File: config.mk
export PLATFORM = sky130hd
export DESIGN_NAME = ros_sequencer
export DESIGN_NICKNAME = d
export VERILOG_FILES = /design/src/ros_pkg.sv /design/src/ros_sequencer.sv
export SDC_FILE = /design/constraint.sdc
export NUM_CORES = 1
export LEC_CHECK = 0
export BUFFER_PORTS_ARGS = -buffer_cell sky130_fd_sc_hd__buf_2
export CORE_ASPECT_RATIO = 0.8
export CORE_MARGIN = 1
export CORE_UTILIZATION = 40
export DETAILED_ROUTE_END_ITERATION = 12
export SLEW_MARGIN = 20
export SYNTH_ARGS = -nofsm -noshare
export SYNTH_HDL_FRONTEND = slang
export SYNTH_SLANG_ARGS = --single-unit
export TNS_END_PERCENT = 30
File: constraint.sdc
create_clock -name ref_clk_in -period 3.7 [get_ports ref_clk_in]
set_input_delay 0.74 -clock ref_clk_in [delete_from_list [all_inputs] [get_ports ref_clk_in]]
set_output_delay 0.74 -clock ref_clk_in [all_outputs]
set_load 0.03 [all_outputs]
File: src/ros_pkg.sv
// Constants, types and configuration defaults for the receiver operation sequencer
// Overview of operation
// - After reset wait the selected crystal settling time, 78 to 2480 us, default 310.
// - Sleep timer, off by default, times sleep from 1 ms upward, default 10 ms.
// - Sleep interval applies in active mode, or passive mode with sleep timer on.
// - Receive timer, off by default, bounds receive window, default 1 ms.
// - Receive window applies in active mode, or passive mode with receive timer on.
// - Extended receive time, default 200 ms, used only with wake-on-radio and receive timer.
// - Wake-on-radio extends on preamble, or on preamble then sync; preamble is default.
// - Optional early exit leaves receive for standby or tune; off, standby by default.
// - Clock output pin carries divided system clock, 32 ratios, off by default.
// - Active mode uses stored configuration, passive uses host written; passive default.
// - Host loads configuration bank at start; bank is kept only until reset or power down.
// - Non-volatile configuration persists until reprogrammed.
// - Squelch threshold 0 to 255 suppresses noise, default 0.
// - On-off keying uses peak-tracking or constant threshold; peak-tracking default.
package ros_pkg;

  localparam int unsigned ROS_CLK_MHZ    = 10;
  localparam int unsigned ROS_MS_US      = 1000;
  localparam int unsigned ROS_RX_UNIT_US = 10;

  localparam int unsigned ROS_XTAL_US_0 = 78;
  localparam int unsigned ROS_XTAL_US_1 = 155;
  localparam int unsigned ROS_XTAL_US_2 = 310;
  localparam int unsigned ROS_XTAL_US_3 = 620;
  localparam int unsigned ROS_XTAL_US_4 = 1240;
  localparam int unsigned ROS_XTAL_US_5 = 2480;

  localparam int unsigned ROS_SLEEP_W = 27;
  localparam int unsigned ROS_RX_W    = 29;

  typedef enum logic [2:0] {
    st_settle,
    st_sleep,
    st_rx,
    st_standby,
    st_tune
  } ros_state_t;

  typedef struct packed {
    logic [2:0]             xtal_sel;
    logic                   sleep_en;
    logic [ROS_SLEEP_W-1:0] sleep_ms;
    logic                   rx_en;
    logic [ROS_RX_W-1:0]    rx_time;
    logic [ROS_RX_W-1:0]    rx_ext;
    logic                   early_exit_en;
    logic                   exit_to_tune;
    logic                   sysclk_out_pin_en;
    logic [4:0]             sysclk_out_pin_div;
    logic                   wor_en;
    logic                   wor_sync;
    logic                   ook_fixed;
    logic [7:0]             squelch;
    logic [7:0]             constant_threshold;
  } ros_cfg_t;

  localparam logic [2:0]             ROS_RST_XTAL_SEL = 3'h2;
  localparam logic [ROS_SLEEP_W-1:0] ROS_RST_SLEEP_MS = 27'h000000A;
  localparam logic [ROS_RX_W-1:0]    ROS_RST_RX_TIME  = 29'h00000064;
  localparam logic [ROS_RX_W-1:0]    ROS_RST_RX_EXT   = 29'h00004E20;
  localparam logic [4:0]             ROS_RST_SYSCLK_OUT_PIN_DIV = 5'h01;
  localparam logic [7:0]             ROS_RST_SQUELCH  = 8'h00;
  localparam logic [7:0]             ROS_RST_CONSTANT_THRESHOLD = 8'h32;

  localparam ros_cfg_t ROS_CFG_DEFAULT = '{
    xtal_sel: ROS_RST_XTAL_SEL, sleep_en: 1'b0, sleep_ms: ROS_RST_SLEEP_MS,
    rx_en: 1'b0, rx_time: ROS_RST_RX_TIME, rx_ext: ROS_RST_RX_EXT,
    early_exit_en: 1'b0, exit_to_tune: 1'b0, sysclk_out_pin_en: 1'b0,
    sysclk_out_pin_div: ROS_RST_SYSCLK_OUT_PIN_DIV, wor_en: 1'b0, wor_sync: 1'b0, ook_fixed: 1'b0,
    squelch: ROS_RST_SQUELCH, constant_threshold: ROS_RST_CONSTANT_THRESHOLD};

endpackage

File: src/ros_sequencer.sv
// Receiver operation sequencer: settling, duty cycling, clock output, thresholds
`timescale 1ns/10ps
`default_nettype none
module ros_sequencer #(
  parameter int unsigned CYC_PER_US = ros_pkg::ROS_CLK_MHZ,
  parameter int unsigned MS_CYCLES  = ros_pkg::ROS_MS_US * ros_pkg::ROS_CLK_MHZ
) (
  // Clock and reset
  input  wire logic               ref_clk_in,
  input  wire logic               reset_n_in,
  // Configuration source
  input  wire logic               active_mode_in,
  input  wire ros_pkg::ros_cfg_t  nvm_cfg_in,
  input  wire logic               cfg_wr_in,
  input  wire ros_pkg::ros_cfg_t  cfg_wdata_in,
  // Radio events and requests
  input  wire logic               preamble_det_in,
  input  wire logic               sync_det_in,
  input  wire logic               rx_exit_req_in,
  input  wire logic               rx_req_in,
  input  wire logic               wake_req_in,
  input  wire logic [7:0]         rssi_in,
  // Sequencer status
  output ros_pkg::ros_state_t     state_out,
  output logic                    settled_out,
  output logic                    rx_on_out,
  output logic                    rx_extended_out,
  // Clock output and demodulator
  output logic                    sysclk_out_pin,
  output logic                    squelch_open_out,
  output logic                    ook_bit_out,
  output logic [7:0]              ook_threshold_out
);

  localparam int unsigned RX_UNIT_CYC = ros_pkg::ROS_RX_UNIT_US * CYC_PER_US;

  ros_pkg::ros_cfg_t   bank;
  ros_pkg::ros_cfg_t   cfg;
  ros_pkg::ros_state_t next_state;
  logic [ros_pkg::ROS_RX_W-1:0] timer;
  logic [ros_pkg::ROS_RX_W-1:0] next_timer;
  logic [15:0] settle_cnt;
  logic [15:0] settle_lim;
  logic [15:0] ms_cnt;
  logic [15:0] unit_cnt;
  logic        tick_ms;
  logic        tick_unit;
  logic        extended;
  logic        next_extended;
  logic        pre_seen;
  logic        sleep_timed;
  logic        rx_timed;
  logic        ext_ok;
  logic        ext_hit;
  logic [4:0]  div_cnt;
  logic [7:0]  peak;
  logic [7:0]  threshold;

  // Host bank, lost on power down
  always_ff @(posedge ref_clk_in or negedge reset_n_in) begin
    if (!reset_n_in) begin
      bank <= ros_pkg::ROS_CFG_DEFAULT;
    end else if (cfg_wr_in) begin
      bank <= cfg_wdata_in;
    end
  end

  // Stored or host configuration
  always_comb begin
    cfg = active_mode_in ? nvm_cfg_in : bank;
  end

  // Settling limit in cycles
  always_comb begin
    case (cfg.xtal_sel)
      3'h0:    settle_lim = 16'(ros_pkg::ROS_XTAL_US_0 * CYC_PER_US);
      3'h1:    settle_lim = 16'(ros_pkg::ROS_XTAL_US_1 * CYC_PER_US);
      3'h3:    settle_lim = 16'(ros_pkg::ROS_XTAL_US_3 * CYC_PER_US);
      3'h4:    settle_lim = 16'(ros_pkg::ROS_XTAL_US_4 * CYC_PER_US);
      3'h5:    settle_lim = 16'(ros_pkg::ROS_XTAL_US_5 * CYC_PER_US);
      default: settle_lim = 16'(ros_pkg::ROS_XTAL_US_2 * CYC_PER_US);
    endcase
  end

  // Millisecond and receive-unit ticks
  always_ff @(posedge ref_clk_in or negedge reset_n_in) begin
    if (!reset_n_in) begin
      ms_cnt    <= 16'h0000;
      unit_cnt  <= 16'h0000;
      tick_ms   <= 1'b0;
      tick_unit <= 1'b0;
    end else begin
      tick_ms   <= (ms_cnt == 16'(MS_CYCLES - 1));
      tick_unit <= (unit_cnt == 16'(RX_UNIT_CYC - 1));
      ms_cnt    <= (ms_cnt == 16'(MS_CYCLES - 1)) ? 16'h0000 : ms_cnt + 16'h0001;
      unit_cnt  <= (unit_cnt == 16'(RX_UNIT_CYC - 1)) ? 16'h0000 : unit_cnt + 16'h0001;
    end
  end

  // Timer qualifiers
  always_comb begin
    sleep_timed = active_mode_in | cfg.sleep_en;
    rx_timed    = active_mode_in | cfg.rx_en;
    ext_ok      = cfg.wor_en & cfg.rx_en;
    ext_hit     = cfg.wor_sync ? (sync_det_in & pre_seen) : preamble_det_in;
  end

  // Next state and timer
  always_comb begin
    next_state    = state_out;
    next_timer    = timer;
    next_extended = extended;
    case (state_out)
      ros_pkg::st_settle: begin
        if (settle_cnt >= settle_lim - 16'h0001) begin
          next_state    = ros_pkg::st_rx;
          next_timer    = cfg.rx_time;
          next_extended = 1'b0;
        end
      end
      ros_pkg::st_rx: begin
        if (cfg.early_exit_en && rx_exit_req_in) begin
          next_state = cfg.exit_to_tune ? ros_pkg::st_tune : ros_pkg::st_standby;
        end else if (ext_ok && !extended && ext_hit) begin
          next_timer    = cfg.rx_ext;
          next_extended = 1'b1;
        end else if (rx_timed && tick_unit) begin
          if (timer <= 29'h00000001) begin
            if (sleep_timed) begin
              next_state = ros_pkg::st_sleep;
              next_timer = {2'b00, cfg.sleep_ms};
            end else begin
              next_state = ros_pkg::st_standby;
            end
          end else begin
            next_timer = timer - 29'h00000001;
          end
        end
      end
      ros_pkg::st_sleep: begin
        if (sleep_timed) begin
          if (tick_ms) begin
            if (timer <= 29'h00000001) begin
              next_state    = ros_pkg::st_rx;
              next_timer    = cfg.rx_time;
              next_extended = 1'b0;
            end else begin
              next_timer = timer - 29'h00000001;
            end
          end
        end else if (wake_req_in) begin
          next_state    = ros_pkg::st_rx;
          next_timer    = cfg.rx_time;
          next_extended = 1'b0;
        end
      end
      ros_pkg::st_standby, ros_pkg::st_tune: begin
        if (rx_req_in) begin
          next_state    = ros_pkg::st_rx;
          next_timer    = cfg.rx_time;
          next_extended = 1'b0;
        end
      end
      default: begin
        next_state = ros_pkg::st_standby;
      end
    endcase
  end

  // Sequencer registers
  always_ff @(posedge ref_clk_in or negedge reset_n_in) begin
    if (!reset_n_in) begin
      state_out       <= ros_pkg::st_settle;
      timer           <= '0;
      extended        <= 1'b0;
      settled_out     <= 1'b0;
      rx_on_out       <= 1'b0;
      rx_extended_out <= 1'b0;
    end else begin
      state_out       <= next_state;
      timer           <= next_timer;
      extended        <= next_extended;
      settled_out     <= settled_out | (next_state != ros_pkg::st_settle);
      rx_on_out       <= (next_state == ros_pkg::st_rx);
      rx_extended_out <= next_extended && (next_state == ros_pkg::st_rx);
    end
  end

  // Settling counter
  always_ff @(posedge ref_clk_in or negedge reset_n_in) begin
    if (!reset_n_in) begin
      settle_cnt <= 16'h0000;
    end else if (state_out == ros_pkg::st_settle) begin
      settle_cnt <= settle_cnt + 16'h0001;
    end
  end

  // Preamble seen in this receive window
  always_ff @(posedge ref_clk_in or negedge reset_n_in) begin
    if (!reset_n_in) begin
      pre_seen <= 1'b0;
    end else if (state_out != ros_pkg::st_rx) begin
      pre_seen <= 1'b0;
    end else if (preamble_det_in) begin
      pre_seen <= 1'b1;
    end
  end

  // System clock output divider
  always_ff @(posedge ref_clk_in or negedge reset_n_in) begin
    if (!reset_n_in) begin
      div_cnt        <= 5'h00;
      sysclk_out_pin <= 1'b0;
    end else if (!cfg.sysclk_out_pin_en) begin
      div_cnt        <= 5'h00;
      sysclk_out_pin <= 1'b0;
    end else if (div_cnt >= cfg.sysclk_out_pin_div) begin
      div_cnt        <= 5'h00;
      sysclk_out_pin <= ~sysclk_out_pin;
    end else begin
      div_cnt <= div_cnt + 5'h01;
    end
  end

  // Peak tracker with slow decay
  always_ff @(posedge ref_clk_in or negedge reset_n_in) begin
    if (!reset_n_in) begin
      peak <= 8'h00;
    end else if (rssi_in > peak) begin
      peak <= rssi_in;
    end else if (tick_unit && peak != 8'h00) begin
      peak <= peak - 8'h01;
    end
  end

  // Threshold selection
  always_comb begin
    if (cfg.ook_fixed) begin
      threshold = cfg.constant_threshold;
    end else if ({1'b0, peak[7:1]} > cfg.squelch) begin
      threshold = {1'b0, peak[7:1]};
    end else begin
      threshold = cfg.squelch;
    end
  end

  // Squelch and slicer
  always_ff @(posedge ref_clk_in or negedge reset_n_in) begin
    if (!reset_n_in) begin
      squelch_open_out  <= 1'b0;
      ook_bit_out       <= 1'b0;
      ook_threshold_out <= 8'h00;
    end else begin
      squelch_open_out  <= rssi_in > cfg.squelch;
      ook_bit_out       <= (rssi_in > cfg.squelch) && (rssi_in >= threshold);
      ook_threshold_out <= threshold;
    end
  end

endmodule
`default_nettype wire

Yosys cells after proc, flatten, opt, wreduce, memory -nomap -nowiden
Index checks and enable logic that the tools add are counted.
- memories kept: 0
- memory bits (read-only): 0
- output and inout bits: 17
- register bits: 228
- bits of input ports: 251
- bits in latches: 0
- RAM bits: 0
- equal/unequal tests: 20
- multiply operators: 0
- add/sub/neg operators: 7
- divide/modulo/power cells: 0
- bitwise gates (word level): 6
- shift-type cells: 0
- multiplexer cells: 49
- reductions and logical operators: 17
- order comparisons: 7
- operators with widths (operator ; number):
    $mux 29 ; 11
    $mux 117 ; 1
    $pmux 29 s4 ; 1
    $pmux 15 s5 ; 1
    $add 16x1->16 const B ; 3
    $mux 3 ; 11
    $mux 16 ; 2
    $mux 8 ; 4
    $le 29x1->1 const B ; 1
    $sub 29x1->29 const B ; 1
    $eq 16x14->1 const B ; 1
    $eq 16x7->1 const B ; 1
    $ge 16x16->1 ; 1
    $gt 8x8->1 ; 2
    $sub 16x1->16 const B ; 1
    $mux 1 ; 13
    $eq 3x2->1 const B ; 4
    $pmux 3 s4 ; 1
    $mux 5 ; 2
    $eq 3x3->1 const B ; 3
    $ne 3x3->1 const B ; 3
    $ge 8x8->1 ; 1
    $gt 7x8->1 ; 1
    $reduce_and 8->1 ; 1
    21 further kinds ; 35

Depth between registers and ports, before layout
Gate-level depths: netlist (run 1).
- depth after elaboration: 10
- mapped depth: 21
- gate-level depth less buffers: 18

Worst setup path before layout (run 1)
OpenSTA, ideal clock, no wires.
- path kind: input port to flip-flop
- from: input active_mode_in
- to: register ook_bit_out
- buffers on the path: 3
- setup time: 0.126 ns
- stages on the path: 20
- setup slack: -1.103 ns
- arrival time: 4.677 ns
- data required time: 3.574 ns
- cells stage by stage: buf_2 > buf_1 > buf_1 > mux2_2 > ha_1 > nor2b_1 > o21a_1 > o21a_1 > o21bai_1 > a21oi_1 > mux2i_1 > a21oi_1 > ha_1 > nand2b_1 > a21o_1 > a21oi_1 > nor2b_1 > o21ai_0 > a21oi_1 > o311a_1
- word-level cells in the longest chain between the ends: 6
- elaborated cells between the ends (all ways): 7
- classes of those cells: order compare (3); mux (3); reduce/logical (1)
- RTL lines (element ; RTL line ; text):
    start, declared ; ros_sequencer.sv:12 ; input wire logic active_mode_in,
    $mux 117 * ; ros_sequencer.sv:70 ; cfg = active_mode_in ? nvm_cfg_in : bank;
    $gt 7x8->1 ; ros_sequencer.sv:240 ; end else if ({1'b0, peak[7:1]} > cfg.squelch) begin
    $mux 8 ; ros_sequencer.sv:240 ;
    $mux 8 * ; ros_sequencer.sv:238 ; if (cfg.ook_fixed) begin
    named net threshold[0] ; ros_sequencer.sv:57 ; logic [7:0] threshold;
    $ge 8x8->1 * ; ros_sequencer.sv:255 ; ook_bit_out <= (rssi_in > cfg.squelch) && (rssi_in >= threshold);
    $logic_and 1x1->1 * ; ros_sequencer.sv:255 ;
    end signal, assigned ; ros_sequencer.sv:255 ;
    end, declared ; ros_sequencer.sv:31 ; output logic ook_bit_out,
The timed path passes the listed nets; every way through them passes the cells marked *.
A chain may end at the register's enable or synchronous reset.

Worst setup path after layout (run 1)
- from: input active_mode_in
- to: register timer[23] in the netlist's numbering
- word-level cells in the longest chain between the ends: 7
- elaborated cells between the ends (all ways): 36
- classes of those cells: add/sub (1); order compare (1); eq/ne (10); mux (15); bitwise (3); reduce/logical (6)
- RTL lines (element ; RTL line ; text):
    $mux 117 ; ros_sequencer.sv:70 ;
    $eq 3x3->1, or another cell as far along ; ros_sequencer.sv:75 ; case (cfg.xtal_sel)
    $pmux 15 s5, or another cell as far along ; ros_sequencer.sv:75 ;
    $sub 16x1->16, or another cell as far along ; ros_sequencer.sv:115 ; if (settle_cnt >= settle_lim - 16'h0001) begin
    $ge 16x16->1 or $mux 29 (tied branches) ; ros_sequencer.sv:115, ros_sequencer.sv:124 ;
    $ne 2x2->1 (no line) or $mux 29 (tied branches) ; -- ;
    $reduce_and 8->1 (no line) or $pmux 29 s4 (tied branches) ; -- ;
    end signal, assigned ; ros_sequencer.sv:181 ; timer <= next_timer;
    end, declared ; ros_sequencer.sv:40 ; logic [ros_pkg::ROS_RX_W-1:0] timer;
Several ways; a longest one is shown, not always the timed one. The select of a mux whose other input is x is not followed.

==> results of run 1 <==
==> final timing paths <==
path                               end  slack, ns  depth (start not counted)
max                          timer[23]       0.30                         11
min                           bank[17]       0.17                          1
max reg2reg                ook_bit_out       0.32                         18
min reg2reg                settled_out       0.48                          1
max in group asynchronous      bank[5]       2.57                          2
min in group ref_clk_in       bank[28]       0.42                          2
==> layer usage <==
metal  up-vias  share of wire, %
met1      5085                49
met2       287                43
met5         -                 0
li1       5062                 -
met3        42               6.6
met4         0               1.6
==> logic make-up after synthesis <==
logic type / Yosys count / share of synthesized area, %
flops: 228 / 43.8
fa+ha+maj: 59 / 5.65
other cells: 1 / 0.0287
simple gates: 319 / 12.5
buf+inv: 89 / 2.96
xor+xnor: 64 / 4.29
compound gates: 233 / 11.4
mux: 234 / 19.3
==> cells in the mapped netlist (4+ instances only) <==
library cell / instances / area (um2)
and2_1: 6 / 37.5
nand4_1: 14 / 87.6
o21bai_1: 4 / 30.0
dfrtp_1: 213 / 5330
a21o_1: 16 / 120
clkbuf_1: 29 / 109
xor2_1: 26 / 228
nor2b_1: 30 / 188
a311oi_1: 4 / 35.0
mux2i_1: 88 / 881
mux2_2: 146 / 1640
inv_1: 30 / 113
a31oi_1: 4 / 25.0
o22ai_1: 23 / 144
buf_2: 14 / 70.1
ha_1: 59 / 738
a21oi_1: 53 / 265
nor3_1: 27 / 135
o21ai_0: 56 / 280
or4_1: 5 / 37.5
nand2_1: 55 / 206
a21oi_2: 4 / 35.0
and3_1: 6 / 37.5
a221oi_1: 7 / 61.3
o211ai_1: 4 / 30.0
nor4_1: 12 / 75.1
a211oi_1: 16 / 120
or3_1: 8 / 50.1
nand2b_1: 6 / 37.5
dfstp_2: 15 / 394
nor2_1: 92 / 345
or2_2: 5 / 31.3
buf_1: 9 / 33.8
o21a_1: 13 / 97.6
nand3_1: 34 / 170
xnor2_1: 38 / 333
==> power by group through the flow <==
stage / clock, mW / sequential (mW) / combinational, mW
2_1_floorplan: 0 / 3.30 / 2.14
3_3_place_gp: 0 / 3.35 / 3.10
3_5_place_dp: 0 / 3.36 / 3.16
4_1_cts: 2.72 / 3.32 / 3.17
5_1_grt: 2.82 / 3.39 / 3.54
6_report: 2.65 / 3.33 / 3.20
==> registers in the layout, indices dropped and copies added, names as in the netlist, 3 cells and up <==
name	count
bank	117
timer	29
ms_cnt	16
settle_cnt	16
unit_cnt	16
ook_threshold_out	8
peak	8
div_cnt	5
state_out	3
==> final cells by class <==
class / count / area (um2)
Antenna cell: 3 / 7.51
Tap cell: 420 / 526
Timing Repair Buffer: 322 / 1870
Inverter: 30 / 113
Multi-Input combinational cell: 910 / 7010
Fill cell: 2894 / 15700
Clock buffer: 43 / 796
Sequential cell: 228 / 5720
Clock inverter: 5 / 75.1
==> critical path, delay by kind of cell <==
kind                   cells  cell delay, ns
buffers and inverters      4            1.10
AO/OA/AOI/OAI              4            0.95
AND/OR/NAND/NOR            1            0.16
multiplexers               2            0.83
==> metrics by stage <==
| stage | setup TNS, ns | setup WS, ns | power [mW] |
|---|---|---|---|
| 2_1_floorplan | -0.308 | -0.303 | 5.44 |
| 3_3_place_gp | -3.56 | -0.280 | 6.44 |
| 3_5_place_dp | -4.82 | -0.305 | 6.52 |
| 4_1_cts | 0 | 0.224 | 9.21 |
| 5_1_grt | 0 | 0.0511 | 9.75 |
| 6_report | 0 | 0.296 | 9.18 |
==> repair_timing <==
action / in CTS / in global routing
setup endpoints to repair: 0 / 5
hold endpoints to repair: 0 / 0
hold buffers: 0 / 0
resized for setup: 0 / 5
==> reports/qor.csv, run 1 <==
metric,value,unit
Routed wire per std cell,19.0,um
worst-skew pair later-pin latency,0.55,ns
Crit-path slowest cell,buf_4,
Ports,268,
Crit Path Max Fanout,48,
global-route usage over all layers,22.5,%
most frequent cells in the layout,"buf_2, dfrtp_1, mux2_2",
WP data required,4.13,ns
PD cells,570,mW/mm2
synthesized area per cell,10.6,um2
Post-CTS Setup Bufs,0,
clock tree from TritonCTS,done,
GPL Wtd Cong,0.846,
min cycle time layout,3.40,ns
drt drc,0,
post-layout util,50.7,%
Internal Dissipation,5.96,mW
fmax,294,MHz
antenna violations before repair,3,
Critical Path End Type,register,
vias in the first global route,10400,
routed wire length,37200,um
Initial Utilization,41.1,%
max cap viols,0,
initial drt markers,859,
sequential share of power,36.3,%
crit start category,primary input,
number of synthesized flops with an enable pin,0,
Synth Flop Type,dfrtp_1,
reg-to-reg startpoint,bank[9],
DRT Pass-1 Iters,5,
first-pass GRT wire length,58000,um
met2 Resource Use GR,33.2,%
Switch Pwr,3.22,mW
Worst Clk Skew,0.0228,ns
GRT Max-Usage Layer,met1,
port buffer count,266,
Post-Place Cells,1910,
Clock Power Share,28.9,%
Post-DRT Antenna Nets,0,
CORE AREA,0.0318,mm2
Die Footprint,0.0334,mm2
CP peak stage delay,0.61,ns
Post-Place Cell Area,0.0152,mm2
via-per-instance ratio,5.34,
Synth Instances,1227,
hold crit path type,in2async,
Logic pwr share,34.9,%
maximum clock insertion buffer count,3,
Cell variety after synth,70,
Post-DP HPWL,28500,um
Yosys warning total,0,
Die W,204,um
"Arr. time, crit path",3.83,ns
total congestion overflow,0,
CTS Root Cell,clkbuf_16,
WS Path Type,in2reg,
Worst Tran Pin Value,0.964,ns
met3 GRT Util,4.67,%
ys async rst share,100,%
Sw Share,35.1,%
RSZ-0062 raised after global routing,false,
Worst slew margin,35.2,%
fin nets,1828,
worst vdd ir,0.388,mV
Non-Filler Instances,1961,
met1 Usage GRT,33.5,%
Rows,58,
post-route design area,0.0161,mm2
"commonest non-fill, non-tap cell in the layout",buf_2,
CP Cell Sequence,"buf_6, buf_4, buf_4, mux2i_1, mux2i_1, nand2_1, a311o_1, o2bb2ai_4, buf_12, a311oi_1, a21oi_2",
Clock Sinks,228,
Pleak,7.46,nW
Syn Nets,1537,
Post-Syn Area,0.0131,mm2
critical path launch point,active_mode_in,
period utilization,92.0,%
Die Ht,164,um
number of buffers created by CTS,26,
Area Growth Syn to Fin,23.4,%
run status,completed,
final setup vio count,0,
Seq cells post-synth,228,
Final Hold Fails,0,
share of cells above drive strength 1,35.6,%
H-tree depth,1,
clk slew on worst S/H paths,0.06,ns
largest net degree at the start of global routing,91,
register area share after synthesis,43.8,%
smallest hold slack,0.169,ns
max-slew violation count,0,
total number of vias,10500,
No activity file was read; power rests on OpenSTA's default activity.
==> run 2, diff against run 1 <==
==> constraint.sdc (replaced) <==
create_clock -name ref_clk_in -period 3 [get_ports ref_clk_in]
set_input_delay 0.6 -clock ref_clk_in [delete_from_list [all_inputs] [get_ports ref_clk_in]]
set_output_delay 0.6 -clock ref_clk_in [all_outputs]
set_load 0.03 [all_outputs]
==> run 2 against run 1 <==
Against the previous run: utilization up 1.9 points; sequential share of layout area down 1.3 points; cell area grew 3.7%; critical endpoint is now ook_bit_out; via count up 3.0%; largest cell class unchanged; wire length grew 3.8%; the flow now finishes with violations (setup timing); worst hold slack improved by 0.098 ns.
==> reports/qor.csv, run 2 (synthesized netlist as in run 1, its figures left out) <==
metric,value,unit,change
smallest hold slack,0.267,ns,+0.0982 ns
Rows,58,,unchanged
WS Path Type,reg2reg,,
max cap viols,0,,unchanged
initial drt markers,756,,-12%
crit start category,register,,
min cycle time layout,3.36,ns,
GPL Wtd Cong,0.904,,+6.9%
fmax,298,MHz,
Largest regs,"bank x117, timer x29",,
"commonest non-fill, non-tap cell in the layout",buf_2,,
share of cells above drive strength 1,39.1,%,+3.6 points
final setup vio count,21,,+21
max-slew violation count,0,,unchanged
period utilization,112,%,
PD cells,722,mW/mm2,+27%
Largest register FFs,117,,unchanged
Fillers,2897,,+0.10%
Final Hold Fails,0,,unchanged
most frequent cells in the layout,"buf_2, dfrtp_1, mux2_2",,
number of buffers created by CTS,26,,unchanged
clk slew on worst S/H paths,0.07,ns,about the same
DRT Pass-1 Iters,5,,unchanged
"Arr. time, crit path",3.78,ns,-0.05 ns
fin nets,1874,,+2.5%
RSZ-0062 raised after global routing,true,,
CTS Root Cell,clkbuf_16,,
Worst slew margin,54.5,%,+19 points
Routed wire per std cell,19.3,um,+1.6%
Initial Utilization,41.1,%,unchanged
vias in the first global route,10600,,+2.3%
Critical Path End Type,register,,
Die Ht,164,um,unchanged
Post-DRT Antenna Nets,0,,unchanged
maximum clock insertion buffer count,3,,unchanged
Clock Sinks,228,,unchanged
CORE AREA,0.0318,mm2,unchanged
global-route usage over all layers,22.9,%,+0.41 points
H-tree depth,1,,unchanged
Ports,268,,unchanged
Crit Path Max Fanout,3,,-94%
final setup margin,-0.361,ns,-0.657 ns
Worst Tran Pin Value,0.682,ns,-0.282 ns
Die Footprint,0.0334,mm2,unchanged
hold crit path type,in2reg,,
largest reg by FF count,bank,,
power consumption,12.1,mW,+31%
first-pass GRT wire length,59400,um,+2.4%
Post-Place Cells,1945,,+1.8%
clock tree from TritonCTS,done,,
Die W,204,um,unchanged
Non-Filler Instances,2005,,+2.2%
Worst Clk Skew,0.0104,ns,-0.0123 ns
post-layout util,52.6,%,+1.9 points
WP data required,3.42,ns,-0.71 ns
drt drc,0,,unchanged
antenna violations before repair,1,,-2
worst-skew pair later-pin latency,0.54,ns,about the same
routed wire length,38700,um,+3.8%
Area Growth Syn to Fin,28.0,%,
CP peak stage delay,0.37,ns,-0.24 ns
CP Cell Sequence,"mux2_4, inv_4, ha_4, nor2b_4, o21a_1, o21a_1, o21bai_2, a21oi_4, mux2i_1, a21oi_2, ha_1, nand2b_4, a21o_1, a21oi_2, nor2b_1, o21ai_1, a21oi_1, o311a_1",,
Crit-path slowest cell,dfrtp_1,,
Post-Place Cell Area,0.0155,mm2,+1.6%
post-route design area,0.0167,mm2,+3.7%
total congestion overflow,0,,unchanged
Pleak,7.77,nW,+4.1%
port buffer count,266,,unchanged
largest net degree at the start of global routing,66,,-27%
Post-DP HPWL,28900,um,+1.4%
total number of vias,10800,,+3.0%
via-per-instance ratio,5.38,,+0.78%
worst vdd ir,0.575,mV,+48%
failing checks,setup timing,,
run status,finished with violations,,
## run 2: path summary, 6_finish.rpt
check                             startpoint          end  slack (ns)  depth (start not counted)
max                                  bank[9]  ook_bit_out       -0.36                         18
min                        cfg_wdata_in[114]    bank[114]        0.27                          3
max reg2reg                          bank[9]  ook_bit_out       -0.36                         18
min reg2reg                       ms_cnt[15]   ms_cnt[15]        0.48                          1
max in group asynchronous         reset_n_in      bank[5]        1.67                          3
min in group asynchronous         reset_n_in   div_cnt[3]        0.57                          2
## run 2: layer usage
layer	track usage, %	part of all wire, %
met1	34.2	48
met3	3.91	6.0
met5	0	0
met2	34.2	44
met4	5.02	1.9
## run 2: metrics by stage
| step | worst slack (ns) | setup TNS, ns |
|---|---|---|
| after floorplan | -0.863 | -16.67 |
| after global placement | -0.809 | -22.60 |
| after detailed placement | -0.821 | -23.83 |
| after CTS | -0.353 | -0.564 |
| after global routing | -0.543 | -4.30 |
| final | -0.361 | -1.88 |
## run 2: where the power goes
part           switching, mW  internal [mW]  total (mW)
Combinational           2.45           2.16        4.61
Sequential             0.480           3.61        4.09
Clock                   1.34           2.03        3.36
## run 2: what timing repair did
item                                    in CTS  in global routing
hold endpoints to repair                    46                  0
endpoints found under the setup margin      30                 30
setup buffers                                1                  6
gates resized for setup                     17                 34
pin swaps                                   11                 13
hold buffers                                 1                  0
gates cloned                                 0                  3
## run 2: area by class of cell
type / count / area [um2] / share of cell area (%)
antenna: 1 / 2.50 / 0.0150
clock buffer: 38 / 767 / 4.59
clock inverter: 10 / 128 / 0.764
inverter: 30 / 115 / 0.689
multi-input combinational: 910 / 7160 / 42.8
sequential: 228 / 5720 / 34.3
tap: 420 / 526 / 3.14
timing repair buffer: 368 / 2290 / 13.7
## run 2: critical path: cells and delay by family (launching register included)
kind,cells,cell delay (ns)
multiplexers,2,0.51
AND/OR/NAND/NOR,3,0.31
AO/OA/AOI/OAI,10,1.50
buffers and inverters,1,0.07
adder cells (fa/ha/maj),2,0.48
flip-flops,1,0.37
